--- config.mk ---
export PLATFORM = sky130hd
export DESIGN_NAME = fpi_interrupt_unit
export DESIGN_NICKNAME = d
export VERILOG_FILES = /design/src/fpi_pkg.sv /design/src/fpi_interrupt_unit.sv /design/src/fpi_edge_latch.sv
export SDC_FILE = /design/constraint.sdc
export NUM_CORES = 1
export LEC_CHECK = 0
export BUFFER_PORTS_ARGS = -buffer_cell sky130_fd_sc_hd__buf_2
export CORE_ASPECT_RATIO = 0.75
export CORE_MARGIN = 5
export CORE_UTILIZATION = 42
export DETAILED_ROUTE_END_ITERATION = 7
export GPL_TIMING_DRIVEN = 0
export PLACE_DENSITY = 0.78
export SYNTH_ARGS = -nofsm -noshare
export SYNTH_HDL_FRONTEND = slang
export SYNTH_SLANG_ARGS = --single-unit
--- constraint.sdc ---
create_clock -name clk_sys -period 1.5 [get_ports clk_sys]
set_input_delay 0.075 -clock clk_sys [delete_from_list [all_inputs] [get_ports clk_sys]]
set_output_delay 0.075 -clock clk_sys [all_outputs]
set_load 0.02 [all_outputs]
--- src/fpi_pkg.sv ---
package fpi_pkg;
   // Register map
   localparam logic [7:0]  INTERRUPT_OPTION_ADDR = 8'hc8;   // Write-only option register
   localparam int          OPT_LEVEL1_BIT        = 6;       // vec1_level_select
   localparam int          OPT_EDGE2_BIT         = 5;       // vec2_edge_polarity
   localparam int          OPT_GEN_BIT           = 4;       // global_irq_enable
   localparam logic [7:0]  OPT_RESET             = 8'h00;   // All option bits clear
   // Vector addresses (program space)
   localparam logic [11:0] VEC0_ADDR             = 12'hffc; // Non-maskable
   localparam logic [11:0] VEC1_ADDR             = 12'hff6; // Second timer
   localparam logic [11:0] VEC2_ADDR             = 12'hff4; // Vertical sync
   localparam logic [11:0] VEC3_ADDR             = 12'hff2; // First timer
   localparam logic [11:0] VEC4_ADDR             = 12'hff0; // Power pin
   localparam int          NUM_MASKABLE          = 4;       // Maskable sources

   // Flag set currently in use by the core
   typedef enum logic [1:0] {
      FS_NORMAL,
      FS_IRQ,
      FS_NMI
   } fpi_flagset_t;

   // Core handshake bundle toward the core
   typedef struct packed {
      logic        take;      // Entry cycle: load vector, push PC
      logic [11:0] vector;    // Vector address
      logic [2:0]  source;    // 0 = NMI, 1..4 maskable
      logic        popPc;     // Return: pop saved PC
   } fpi_entry_t;
endpackage : fpi_pkg

--- src/fpi_interrupt_unit.sv ---
`timescale 1ns/10ps
`default_nettype none
module fpi_interrupt_unit (
   // Clock and reset
   input  wire logic                clk_sys,
   input  wire logic                nrst,
   // Data space write port from core
   input  wire logic                dataWrite,     // Byte write strobe
   input  wire logic                bitOp,         // Single-bit operation
   input  wire logic [7:0]          dataAddr,      // Data address
   input  wire logic [7:0]          dataWdata,     // Write data
   // Core sequencing
   input  wire logic                lastCycle,     // Final cycle of instruction
   input  wire logic                retiExec,      // return_from_interrupt executing
   // Pins
   input  wire logic                infrared_pin,  // Infrared input
   input  wire logic                vsync_pin,     // Vertical sync pin
   input  wire logic                power_pin,     // Power input
   // Latch controls for infrared and power
   input  wire logic                irRiseSel,     // Infrared latch on rising edge
   input  wire logic                irEnable,      // Infrared latch enabled
   input  wire logic                irClear,       // Software clear infrared latch
   input  wire logic                pwrRiseSel,    // Power latch on rising edge
   input  wire logic                pwrEnable,     // Power latch enabled
   input  wire logic                pwrClear,      // Software clear power latch
   input  wire logic                vsyncEnable,   // Vertical sync enabled
   // Timers
   input  wire logic                tmr1_flag,     // timer_request_flag, first timer
   input  wire logic                tmr1_mask,     // timer_request_mask, first timer
   input  wire logic                tmr2_flag,     // timer_request_flag, second timer
   input  wire logic                tmr2_mask,     // timer_request_mask, second timer
   // To core
   output fpi_pkg::fpi_entry_t      entry,         // Entry/return handshake
   output fpi_pkg::fpi_flagset_t    flagSet,       // Active C/Z set
   output logic                     infraredLatch, // Readable infrared latch
   output logic                     infrared_request,
   output logic                     power_request
);
   // Option register fields
   logic [7:0] opt_q;                                       // interrupt_option
   wire  vec1_level_select  = opt_q[fpi_pkg::OPT_LEVEL1_BIT];
   wire  vec2_edge_polarity = opt_q[fpi_pkg::OPT_EDGE2_BIT];
   wire  global_irq_enable  = opt_q[fpi_pkg::OPT_GEN_BIT];

   // Byte writes only; bit operations do not reach it
   wire optWr = dataWrite & ~bitOp & (dataAddr == fpi_pkg::INTERRUPT_OPTION_ADDR);

   always_ff @(posedge clk_sys) begin
      if (!nrst)
         opt_q <= fpi_pkg::OPT_RESET;
      else if (optWr)
         opt_q <= dataWrite ? (dataWdata & 8'h70) : opt_q;
   end

   // Mode state: flag set in use and saved set for return
   fpi_pkg::fpi_flagset_t mode_q, mode_d;
   fpi_pkg::fpi_flagset_t saved_q, saved_d;
   logic [2:0] src_d;
   logic       take_d;
   logic [11:0] vec_d;

   // Clear pulses on acknowledge for NMI, vector one and vector two only
   wire ackNmi  = take_d & (src_d == 3'h0);
   wire ackVec1 = take_d & (src_d == 3'h1);
   wire ackVec2 = take_d & (src_d == 3'h2);

   // Infrared pin latch; request inverts it, high when disabled
   logic irLat;
   fpi_edge_latch uIr (
      .clk_sys (clk_sys),
      .nrst    (nrst),
      .sigIn   (infrared_pin),
      .onRise  (irEnable & irRiseSel),
      .onFall  (irEnable & ~irRiseSel),
      .clrIn   (irClear | ~irEnable),
      .latched (irLat)
   );
   assign infraredLatch    = irLat;
   assign infrared_request = ~irLat;

   // NMI edge: falling request edge, cleared only by service
   logic nmiPend;
   fpi_edge_latch uNmi (
      .clk_sys (clk_sys),
      .nrst    (nrst),
      .sigIn   (infrared_request),
      .onRise  (1'b0),
      .onFall  (1'b1),
      .clrIn   (ackNmi),
      .latched (nmiPend)
   );

   // Vsync: internal request inverts pin, low when disabled
   wire vsyncInt = vsyncEnable & ~vsync_pin;
   logic vsPend;
   fpi_edge_latch uVs (
      .clk_sys (clk_sys),
      .nrst    (nrst),
      .sigIn   (vsyncInt),
      .onRise  (~vec2_edge_polarity),
      .onFall  (vec2_edge_polarity),
      .clrIn   (ackVec2),
      .latched (vsPend)
   );

   // Power latch; request low while latched
   logic pwrLat;
   fpi_edge_latch uPwr (
      .clk_sys (clk_sys),
      .nrst    (nrst),
      .sigIn   (power_pin),
      .onRise  (pwrEnable & pwrRiseSel),
      .onFall  (pwrEnable & ~pwrRiseSel),
      .clrIn   (pwrClear | ~pwrEnable),
      .latched (pwrLat)
   );
   assign power_request = ~pwrLat;

   // Timer requests as low-active lines
   wire t2Req = ~(tmr2_flag & tmr2_mask);
   wire t1Req = ~(tmr1_flag & tmr1_mask);

   // Vector one edge mode: falling edge of timer line
   logic v1Edge;
   fpi_edge_latch uV1 (
      .clk_sys (clk_sys),
      .nrst    (nrst),
      .sigIn   (t2Req),
      .onRise  (1'b0),
      .onFall  (~vec1_level_select),
      .clrIn   (ackVec1 | vec1_level_select),
      .latched (v1Edge)
   );

   // Pending maskable lines, edge latches survive global disable
   wire [fpi_pkg::NUM_MASKABLE-1:0] pend;
   assign pend[0] = vec1_level_select ? ~t2Req : v1Edge;
   assign pend[1] = vsPend;
   assign pend[2] = ~t1Req;
   assign pend[3] = ~power_request;

   // Maskable allowed only in normal mode with global enable
   wire maskOk = global_irq_enable & (mode_q == fpi_pkg::FS_NORMAL);
   // After a return the next mode is what counts for sampling
   wire maskOkRet = global_irq_enable & (saved_q == fpi_pkg::FS_NORMAL);
   wire maskGate  = retiExec ? maskOkRet : maskOk;
   // NMI never nests in itself; allowed outside NMI mode
   wire nmiOk = (mode_q != fpi_pkg::FS_NMI) | retiExec;

   // Selection and mode update
   always_comb begin
      mode_d  = mode_q;
      saved_d = saved_q;
      take_d  = 1'b0;
      src_d   = 3'h0;
      vec_d   = fpi_pkg::VEC0_ADDR;
      if (lastCycle) begin
         // Return first restores previous set
         if (retiExec) begin
            mode_d  = saved_q;
            saved_d = fpi_pkg::FS_NORMAL;
         end
         if (nmiPend && nmiOk) begin
            take_d  = 1'b1;
            src_d   = 3'h0;
            vec_d   = fpi_pkg::VEC0_ADDR;
            // A return in the same cycle hands its restored set to the NMI
            saved_d = retiExec ? saved_q : mode_q;
            mode_d  = fpi_pkg::FS_NMI;
         end else if (maskGate && (pend != 4'h0)) begin
            take_d = 1'b1;
            // Fixed order, lowest number wins
            if (pend[0]) begin
               src_d = 3'h1;
               vec_d = fpi_pkg::VEC1_ADDR;
            end else if (pend[1]) begin
               src_d = 3'h2;
               vec_d = fpi_pkg::VEC2_ADDR;
            end else if (pend[2]) begin
               src_d = 3'h3;
               vec_d = fpi_pkg::VEC3_ADDR;
            end else begin
               src_d = 3'h4;
               vec_d = fpi_pkg::VEC4_ADDR;
            end
            saved_d = fpi_pkg::FS_NORMAL;
            mode_d  = fpi_pkg::FS_IRQ;
         end
      end
   end

   // Reset enters NMI mode until first return
   always_ff @(posedge clk_sys) begin
      if (!nrst) begin
         mode_q  <= fpi_pkg::FS_NMI;
         saved_q <= fpi_pkg::FS_NORMAL;
      end else begin
         mode_q  <= mode_d;
         saved_q <= saved_d;
      end
   end

   // Vector, source and pulse share one cycle, combinational handshake
   // One driver for the whole bundle: take, vector, source, pop
   assign entry = {take_d, vec_d, src_d, lastCycle & retiExec};
   assign flagSet      = mode_q;

   // Checks
   chk_reset_nmi_mode: assert property (@(posedge clk_sys)
      $rose(nrst) |-> mode_q == fpi_pkg::FS_NMI)
      else $error("not in NMI mode after reset");
   chk_only_last_cycle: assert property (@(posedge clk_sys) disable iff (!nrst)
      entry.take |-> lastCycle)
      else $error("entry outside last cycle");
   chk_nmi_vector: assert property (@(posedge clk_sys) disable iff (!nrst)
      entry.take && entry.source == 3'h0 |-> entry.vector == 12'hffc)
      else $error("wrong NMI vector");
   chk_nmi_first: assert property (@(posedge clk_sys) disable iff (!nrst)
      lastCycle && nmiPend && nmiOk |-> entry.take && entry.source == 3'h0)
      else $error("NMI not taken");
   chk_no_nesting: assert property (@(posedge clk_sys) disable iff (!nrst)
      mode_q != fpi_pkg::FS_NORMAL && !retiExec && entry.take |-> entry.source == 3'h0)
      else $error("maskable nested");
   chk_prio_vec1: assert property (@(posedge clk_sys) disable iff (!nrst)
      entry.take && entry.source != 3'h0 && pend[0] |-> entry.vector == 12'hff6)
      else $error("priority broken");
   chk_gen_gate: assert property (@(posedge clk_sys) disable iff (!nrst)
      !global_irq_enable && entry.take |-> entry.source == 3'h0)
      else $error("maskable while disabled");
   chk_entry_mode: assert property (@(posedge clk_sys) disable iff (!nrst)
      entry.take && entry.source != 3'h0 |=> flagSet == fpi_pkg::FS_IRQ)
      else $error("flag set not swapped");
   chk_nmi_sticky: assert property (@(posedge clk_sys) disable iff (!nrst)
      nmiPend && !ackNmi |=> nmiPend)
      else $error("NMI latch lost");
   chk_vs_sticky: assert property (@(posedge clk_sys) disable iff (!nrst)
      vsPend && !ackVec2 |=> vsPend)
      else $error("vsync latch lost");
   chk_opt_write: assert property (@(posedge clk_sys) disable iff (!nrst)
      optWr |=> opt_q == ($past(dataWdata) & 8'h70))
      else $error("option write wrong");
   chk_return_pop: assert property (@(posedge clk_sys) disable iff (!nrst)
      lastCycle && retiExec && !entry.take |=> flagSet == $past(saved_q))
      else $error("return did not restore");
   cov_nmi_entry: cover property (@(posedge clk_sys) entry.take && entry.source == 3'h0);
   cov_vec4_entry: cover property (@(posedge clk_sys) entry.take && entry.source == 3'h4);
   cov_ret_then_irq: cover property (@(posedge clk_sys) retiExec && entry.take);
endmodule : fpi_interrupt_unit
`default_nettype wire

--- src/fpi_edge_latch.sv ---
`timescale 1ns/10ps
`default_nettype none
// Sticky edge catcher: set on selected edge, cleared by service or software
module fpi_edge_latch (
   // Clock and reset
   input  wire logic clk_sys,
   input  wire logic nrst,
   // Source
   input  wire logic sigIn,       // Sampled input level
   input  wire logic onRise,      // Catch rising edges
   input  wire logic onFall,      // Catch falling edges
   // Clearing
   input  wire logic clrIn,       // Service or software clear
   // Result
   output logic      latched     // Sticky flag
);
   logic prev_q;                  // Previous sample
   logic flag_q;                  // Sticky state
   wire  hit = (onRise & sigIn & ~prev_q) | (onFall & ~sigIn & prev_q);

   // Set wins over clear so an edge in the clearing cycle survives
   always_ff @(posedge clk_sys) begin
      if (!nrst) begin
         prev_q <= 1'b0;
         flag_q <= 1'b0;
      end else begin
         prev_q <= sigIn;
         flag_q <= hit | (flag_q & ~clrIn);
      end
   end
   assign latched = flag_q;
endmodule : fpi_edge_latch
`default_nettype wire

# Word level (Yosys, flattened, before mapping)
# Index checks and enable logic that the tools add are counted.
dict set report op_classes {
  add_sub_neg 0
  mul 0
  div_mod_pow 0
  magnitude_cmp 0
  n_eq_ne 4
  shifts 0
  muxes 23
  bitwise_logic 69
  n_reduce_logical 9
}
# op count
set op_table {}
lappend op_table {{bitwise AND 1 bit} 35}
lappend op_table {{two-way mux 3 bit} 8}
lappend op_table {{inverter 1 bit} 22}
lappend op_table {{two-way mux 2 bit} 7}
lappend op_table {{two-way mux 4 bit} 3}
lappend op_table {{OR 1 bit} 12}
lappend op_table {{== test 8 bit (second input constant)} 1}
lappend op_table {{two-way mux 1 bit} 5}
lappend op_table {{logical NOT 2 bit} 2}
lappend op_table {{AND reduction 2 bit} 2}
lappend op_table {{nonzero test 4 bit} 1}
lappend op_table {{== test 3 x 1 -> 1 bit (second input constant)} 1}
lappend op_table {{== test 3 x 2 -> 1 bit (second input constant)} 1}
lappend op_table {{logical NOT 3 bit} 1}
lappend op_table {{nonzero test 3 bit} 1}
lappend op_table {{logical AND 1 bit} 2}
lappend op_table {{inequality test 2 bit (second input constant)} 1}
dict set report word_totals {
  reg_bits 17
  latchBits 0
  ramBits 0
  rom_bits 0
  input_bits 36
  output_inout_bits 22
  elab_cells 118
  memories 0
}

# Depth between registers and ports, before layout
# Gate-level depths: netlist of run 1.
dict set report logic_depth {
  depth_word 13
  mapped_depth 5
  ltp_nobuf 4
}

# Cells and area by module
# A second synthesis of run 1 with hierarchy kept.
dict set report unflattened {
  cells_unflattened 120
  hier_area_um2 1051.0
}
# mod instances cells_each area_per_inst_um2 seq_area_each_um2
set by_module_without_submodules {}
lappend by_module_without_submodules {fpi_interrupt_unit 1 85 663.1 140.1}
lappend by_module_without_submodules {fpi_edge_latch 5 7 77.6 40.0}

# Least setup slack after synthesis of run 1
# Ideal clock, no wire load.
dict set report synth_path {
  path_type {flip-flop to output port}
  from {register mode_q[1], in the netlist flagSet[1]}
  to {output port entry[5] (netlist bit)}
  t_arrival_ps 1534
  t_required_ps 1425
  path_slack_ps -109
  stages_incl_launch_ff 5
  path_buffers 1
  cell_sequence {dfxtp_1 > nor3b_2 > o221ai_2 > a21oi_1 > buf_4}
}
# element line_no
set synth_lines {}
lappend synth_lines {{start: declaration} fpi_interrupt_unit.sv:56} ;# fpi_pkg::fpi_flagset_t mode_q, mode_d;
lappend synth_lines {{start signal: assignment} fpi_interrupt_unit.sv:195} ;# mode_q <= fpi_pkg::FS_NMI;
lappend synth_lines {{start signal: assignment} fpi_interrupt_unit.sv:198} ;# mode_q <= mode_d;
lappend synth_lines {{end: declaration} fpi_interrupt_unit.sv:33} ;# output fpi_pkg::fpi_entry_t entry,

==> impl_metrics.env, run 1 <==
export IMPL_start_util_pct=43.22
export IMPL_endpoint_kind="output port"
export IMPL_antenna_found_initial=0
export IMPL_slowest_delay_ps=380
export IMPL_rows=15
export IMPL_seq_power_share_pct=51.4
export IMPL_slew_viol_final=0
export IMPL_port_buffers=43
export IMPL_finClkSkew_ps=1.411
export IMPL_fin_tns_setup_ps=-1912
export IMPL_grt_pass1_wl_um=4126
export IMPL_tritoncts="built"
export IMPL_wl_met2_um=1318
export IMPL_hold_path_class="input port to register"
export IMPL_fill_cells=198
export IMPL_critPathMaxFanout=5
export IMPL_vias_per_cell=5.068
export IMPL_clk_path_buf_depth=2
export IMPL_syn_avg_cell_area_um2=8.249
export IMPL_yosys_warnings=0
export IMPL_status="complete, but fails checks"
export IMPL_p_clk_share_pct=27.9
export IMPL_rsz0062_at_grt="true"
export IMPL_wire_per_inst_um=12.76
export IMPL_final_setup_worst_slack_ps=-423.1
export IMPL_grt_use_total_pct=15.57
export IMPL_antenna_cells=0
export IMPL_die_area_um2=3391
export IMPL_grt_ovfl_total=0
export IMPL_synth_cell_type_count=37
export IMPL_power_density_nw_per_um2=646.0
export IMPL_clock_latency_ps=300
export IMPL_crit_family="simple AND/OR/NAND/NOR gates"
export IMPL_ir_worst_vdd_v=0.0004142
export IMPL_syn_inst=118
export IMPL_crit_buf_inv=1
export IMPL_drv_cap=0
export IMPL_cts_clk_slew_worst_paths_ps=100
export IMPL_yosysSeqAreaShare_pct=34.96
export IMPL_ys_seq_elements=17
export IMPL_crit_chain="nor4b_4, o221ai_4, nand2b_4, or3_4, buf_6"
export IMPL_required_ps=1420
export IMPL_seqCellArea_um2=347.8
export IMPL_io_pin_count=58
export IMPL_critPathLaunchType="register"
export IMPL_cts_root_buf="clkbuf_4"
export IMPL_syn_area_um2=973.4
export IMPL_post_route_drc_count=0
export IMPL_wl_met3_um=186
export IMPL_internal_power_w=0.0006596
export IMPL_switchingPower_w=0.0002708
export IMPL_first_pass_iters=4
export IMPL_min_period_ps=1923
export IMPL_ant_nets=0
export IMPL_finalSetupViolCount=7
export IMPL_pre_cts_ws_ps=-148.7
export IMPL_leakagePower_nw=0.6756
export IMPL_dpl_hpwl_um=1964
export IMPL_drive_above_1_share_pct=43.33
export IMPL_stdcell_count=205
export IMPL_nNetsFinal=217
export IMPL_crit_type="register to output port"
export IMPL_multi_input_area_um2=580.6
export IMPL_wirelength_um=2616
export IMPL_mostFrequentLayoutCells="38 x buf_2, 16 x buf_4, 13 x dfxtp_1"
export IMPL_placed_cells=193
export IMPL_grt_start_max_net_pins=12
export IMPL_gp_congestion=0.7619
export IMPL_hold_viol_final=0
export IMPL_area_growth_pct=47.94
export IMPL_numClockSinks=17
export IMPL_drtIter0Drc=78
export IMPL_layout_commonest_cell="buf_2"
export IMPL_arrival_ps=1850
export IMPL_die_h_um=51.70
export IMPL_p_comb_share_pct=20.8
export IMPL_fp_dieW_um=65.59
export IMPL_timing_final_crit_share_pct=128.2
export IMPL_violations="setup timing"
export IMPL_num_vias=1039
export IMPL_grt_pass1_vias=1009
export IMPL_p_sw_share_pct=29.10
export IMPL_drt_met1_wl_um=1094
export IMPL_cts_buffers=3
export IMPL_h_tree_depth=1
export IMPL_slowest_stage="dfxtp_4"
export IMPL_core_area_um2=2252
export IMPL_highest_layer="met4"
export IMPL_fmax_ghz=0.5200
==> power groups by stage <==
stage | logic [W] | registers, W | clock network, W
after global placement | 0.000163 | 0.000487 | 0
after CTS | 0.000185 | 0.000478 | 0.000267
after detailed placement | 0.000169 | 0.000488 | 0
after floorplan | 0.000103 | 0.000489 | 0
after global routing | 0.000213 | 0.000481 | 0.000283
final | 0.000193 | 0.000478 | 0.000259
==> registers in the layout, summed over array words and instances, names as in the netlist <==
signal / count
flagSet: 2
opt_q: 3
saved_q: 2
uIr.latched: 1
uIr.prev_q: 1
uNmi.latched: 1
uNmi.prev_q: 1
uPwr.latched: 1
uPwr.prev_q: 1
uV1.latched: 1
uV1.prev_q: 1
uVs.latched: 1
uVs.prev_q: 1
==> worst paths after layout <==
check	slack, ps	start	cells after the start	to
setup / recovery	-420	flagSet[0]$_SDFFE_PN0P_	5	entry[6]
hold / removal	8	power_pin	2	uPwr.prev_q$_SDFF_PN0_
setup reg to reg	160	flagSet[0]$_SDFFE_PN0P_	4	uVs.latched$_SDFF_PN0_
hold reg to reg	470	uV1.prev_q$_SDFF_PN0_	2	uV1.latched$_SDFF_PN0_
==> cells in the mapped netlist <==
cell type	n	area [um2]
a211oi_1	1	7.510
a21boi_0	2	15.01
a21oi_1	6	30.03
a22o_1	1	8.760
a22oi_1	1	7.510
a311oi_1	1	8.760
a32oi_1	1	8.760
and2_1	2	12.51
and2b_1	2	15.01
and3_1	5	31.28
and4bb_2	1	12.51
buf_4	11	82.58
buf_6	1	11.26
clkbuf_1	2	7.510
clkinv_1	1	3.750
conb_1	2	7.510
dfxtp_1	17	340.3
inv_1	7	26.28
mux2i_1	3	30.03
nand2_1	8	30.03
nand2b_1	4	25.02
nand3_1	3	15.01
nand3b_1	2	15.01
nand4_1	2	12.51
nand4b_1	1	8.760
nor2_1	11	41.29
nor2b_1	1	6.260
nor3_1	1	5.000
nor3b_2	1	12.51
nor4b_1	2	17.52
nor4b_4	1	23.77
o21ai_0	8	40.04
o21bai_1	1	7.510
o221ai_1	2	17.52
o221ai_2	1	15.01
o31ai_1	1	7.510
or3_1	1	6.260
==> cells by family (layout without fill, tap and decap cells) <==
logic type,Yosys count,count (layout),share of synthesized area [%]
other,2,9,0.7715
multiplexers,3,3,3.085
AND/OR/NAND/NOR,48,48,29.82
flip-flops,17,17,34.96
AO/OA/AOI/OAI,26,26,17.87
buffers and inverters,22,77,13.50
==> final cells by class <==
type / count / share of cell area, %
clock buffers: 3 / 1.564
multi-input cells: 86 / 40.31
clock inverters: 1 / 0.5213
inverters: 8 / 2.085
plain buffers: 12 / 6.255
repair buffers: 53 / 22.94
flip-flops and latches: 17 / 24.15
well taps: 25 / 2.172
==> through the flow <==
step	utilization, %	total power (W)	instance area, um2	hold WS [ps]
detailed placement	55.83	0.0006575	1257	289.0
global placement	55.83	0.0006509	1257	282.7
global route	63.94	0.0009764	1440	13.95
floorplan	-	0.0005916	1011	166.8
finish	63.94	0.0009304	1440	8.114
CTS	61.28	0.0009304	1380	0.3050
==> worst register-to-register path, cell delays in order (launching register included) <==
cell and delay (ps):
dfxtp_4 380, nor4b_4 360, o221ai_4 180, and2b_1 240, o21ai_0 80
==> layer usage <==
layer,up-vias,track usage (%)
li1,518,-
met1,475,18.53
met2,42,26.89
met3,4,5.184
met4,0,4.138
met5,-,0
==> timing repair <==
action / CTS / global route
pin swaps: 3 / 5
hold buffers: 5 / 0
setup endpoints to repair: 7 / 8
cloned: 0 / 0
buffers inserted: 3 / 2
endpoints found under the hold margin: 4 / 0
gates resized for setup: 6 / 15
Power figures use the tool's default switching activity.
==> run 2, diff against run 1 <==
--- a/config.mk
+++ b/config.mk
@@ -12,6 +12,7 @@
 export DETAILED_ROUTE_END_ITERATION = 7
 export GPL_TIMING_DRIVEN = 0
 export PLACE_DENSITY = 0.78
+export SETUP_SLACK_MARGIN = 0.15
 export SYNTH_ARGS = -nofsm -noshare
 export SYNTH_HDL_FRONTEND = slang
 export SYNTH_SLANG_ARGS = --single-unit
==> impl_metrics.env, run 2 (synthesis results as in run 1) <==
export IMPL_status="complete, but fails checks"
export IMPL_violations="setup timing"
export IMPL_numClockSinks=17
export IMPL_gp_congestion=0.7727
export IMPL_antenna_found_initial=0
export IMPL_grt_start_max_net_pins=11
export IMPL_regMostFlops="opt_q"
export IMPL_placed_area_um2=1267
export IMPL_arrival_ps=1800
export IMPL_rows=15
export IMPL_fp_dieW_um=65.59
export IMPL_h_tree_depth=1
export IMPL_dpl_hpwl_um=2032
export IMPL_io_pin_count=58
export IMPL_r2r_slack_ps=180
export IMPL_die_area_um2=3391
export IMPL_post_route_drc_count=0
export IMPL_slew_viol_final=0
export IMPL_start_util_pct=43.22
export IMPL_final_setup_worst_slack_ps=-375.5
export IMPL_crit_type="register to output port"
export IMPL_power_density_nw_per_um2=651.0
export IMPL_wirelength_um=2692
export IMPL_leakagePower_nw=0.6735
export IMPL_nNetsFinal=216
export IMPL_grt_pass1_wl_um=4305
export IMPL_finClkSkew_ps=2.667
export IMPL_cts_root_buf="clkbuf_4"
export IMPL_p_clk_share_pct=27.4
export IMPL_grt_ovfl_total=0
export IMPL_post_route_cell_area_um2=1406
export IMPL_area_growth_pct=44.47
export IMPL_fmax_ghz=0.5332
export IMPL_whs_ps=11.81
export IMPL_grt_pass1_vias=995
export IMPL_vias_per_cell=5.029
export IMPL_clk_path_buf_depth=2
export IMPL_hold_viol_final=0
export IMPL_die_h_um=51.70
export IMPL_timing_final_crit_share_pct=125.0
export IMPL_antenna_cells=0
export IMPL_critPathLaunchType="register"
export IMPL_hold_path_class="input port to register"
export IMPL_cts_buffers=3
export IMPL_first_pass_iters=4
export IMPL_drtIter0Drc=46
export IMPL_clock_latency_ps=300
export IMPL_p_comb_share_pct=20.5
export IMPL_grt_use_total_pct=16.73
export IMPL_required_ps=1420
export IMPL_fin_tns_setup_ps=-1672
export IMPL_drive_above_1_share_pct=44.13
export IMPL_seq_power_share_pct=52.2
export IMPL_min_period_ps=1875
export IMPL_wire_per_inst_um=13.20
export IMPL_rsz0062_at_grt="true"
export IMPL_tritoncts="built"
export IMPL_critPathMaxFanout=6
export IMPL_num_vias=1026
export IMPL_endpoint_kind="output port"
export IMPL_finalSetupViolCount=7
export IMPL_ant_nets=0
export IMPL_mostFrequentLayoutCells="38 x buf_2, 17 x buf_4, 14 x dfxtp_1"
export IMPL_core_area_um2=2252
export IMPL_switchingPower_w=0.0002626
export IMPL_largest_reg_flops=3
export IMPL_drv_cap=0
export IMPL_ir_worst_vdd_v=0.0005376
export IMPL_cts_clk_slew_worst_paths_ps=100
export IMPL_fill_cells=212
export IMPL_pre_cts_ws_ps=-107.0
export IMPL_layout_commonest_cell="buf_2"
export IMPL_internal_power_w=0.0006529
export IMPL_p_sw_share_pct=28.69
export IMPL_fin_util_pct=62.44
export IMPL_port_buffers=43
-- run 2: cell types whose count changed in the layout (fill, tap and decap cells not counted), sizes merged --
cell,change
buf,-1
clkbuf,+1
clkinv,+1
clkinvlp,-1
dlygate4sd3,-1
-- run 2: cell type report --
| class | instances | area, um2 | area share, % |
|---|---|---|---|
| well taps | 25 | 31.28 | 2.224 |
| flip-flops and latches | 17 | 346.6 | 24.64 |
| plain buffers | 14 | 102.6 | 7.295 |
| clock buffers | 3 | 22.52 | 1.601 |
| inverters | 8 | 30.03 | 2.135 |
| repair buffers | 50 | 297.8 | 21.17 |
| multi-input cells | 86 | 570.5 | 40.57 |
| clock inverters | 1 | 5.005 | 0.3559 |
-- run 2: metrics by stage --
step           total power [W]  instances
6_report             0.0009156        204
5_1_grt              0.0009686        204
4_1_cts              0.0009174        202
3_5_place_dp         0.0006573        193
3_3_place_gp         0.0006499        193
2_1_floorplan        0.0005905        125
-- run 2: path summary, 6_finish.rpt --
| check | end | cells past startpoint | start |
|---|---|---|---|
| setup / recovery | entry[6] | 5 | flagSet[1]$_SDFFE_PN1P_ |
| hold / removal | opt_q[5]$_SDFFE_PN0P_ | 3 | dataWdata[5] |
| setup reg to reg | uVs.latched$_SDFF_PN0_ | 4 | saved_q[0]$_SDFFE_PN0P_ |
| hold reg to reg | uV1.latched$_SDFF_PN0_ | 2 | uV1.prev_q$_SDFF_PN0_ |
-- run 2: per-layer routing --
metal / GRT usage, % / up-vias / part of all wire, %
met2: 28.07 / 51 / 48
met5: 0 / - / 0
met1: 18.03 / 451 / 38
met4: 7.931 / 0 / 1.2
li1: - / 517 / -
met3: 7.559 / 7 / 13
-- run 2: repair_timing --
action,4_1_cts,5_1_grt
hold endpoints to repair,2,1
pin swaps,4,3
hold buffers,3,1
setup buffers,2,1
gates resized for setup,11,4
setup endpoints to repair,9,12
-- run 2: power by group through the flow --
stage          Clock (W)  Sequential (W)  Combinational [W]
4_1_cts         0.000260        0.000477           0.000180
3_3_place_gp           0        0.000486           0.000164
5_1_grt         0.000282        0.000481           0.000206
2_1_floorplan          0        0.000487           0.000103
6_report        0.000250        0.000478           0.000188
3_5_place_dp           0        0.000487           0.000171
-- run 2: worst max-delay path, cell delays in order, from the launching register on --
cell and delay [ps]:
dfxtp_2 440, nor3b_2 240, o221ai_2 160, nand2b_4 160
or3_4 360, buf_6 140
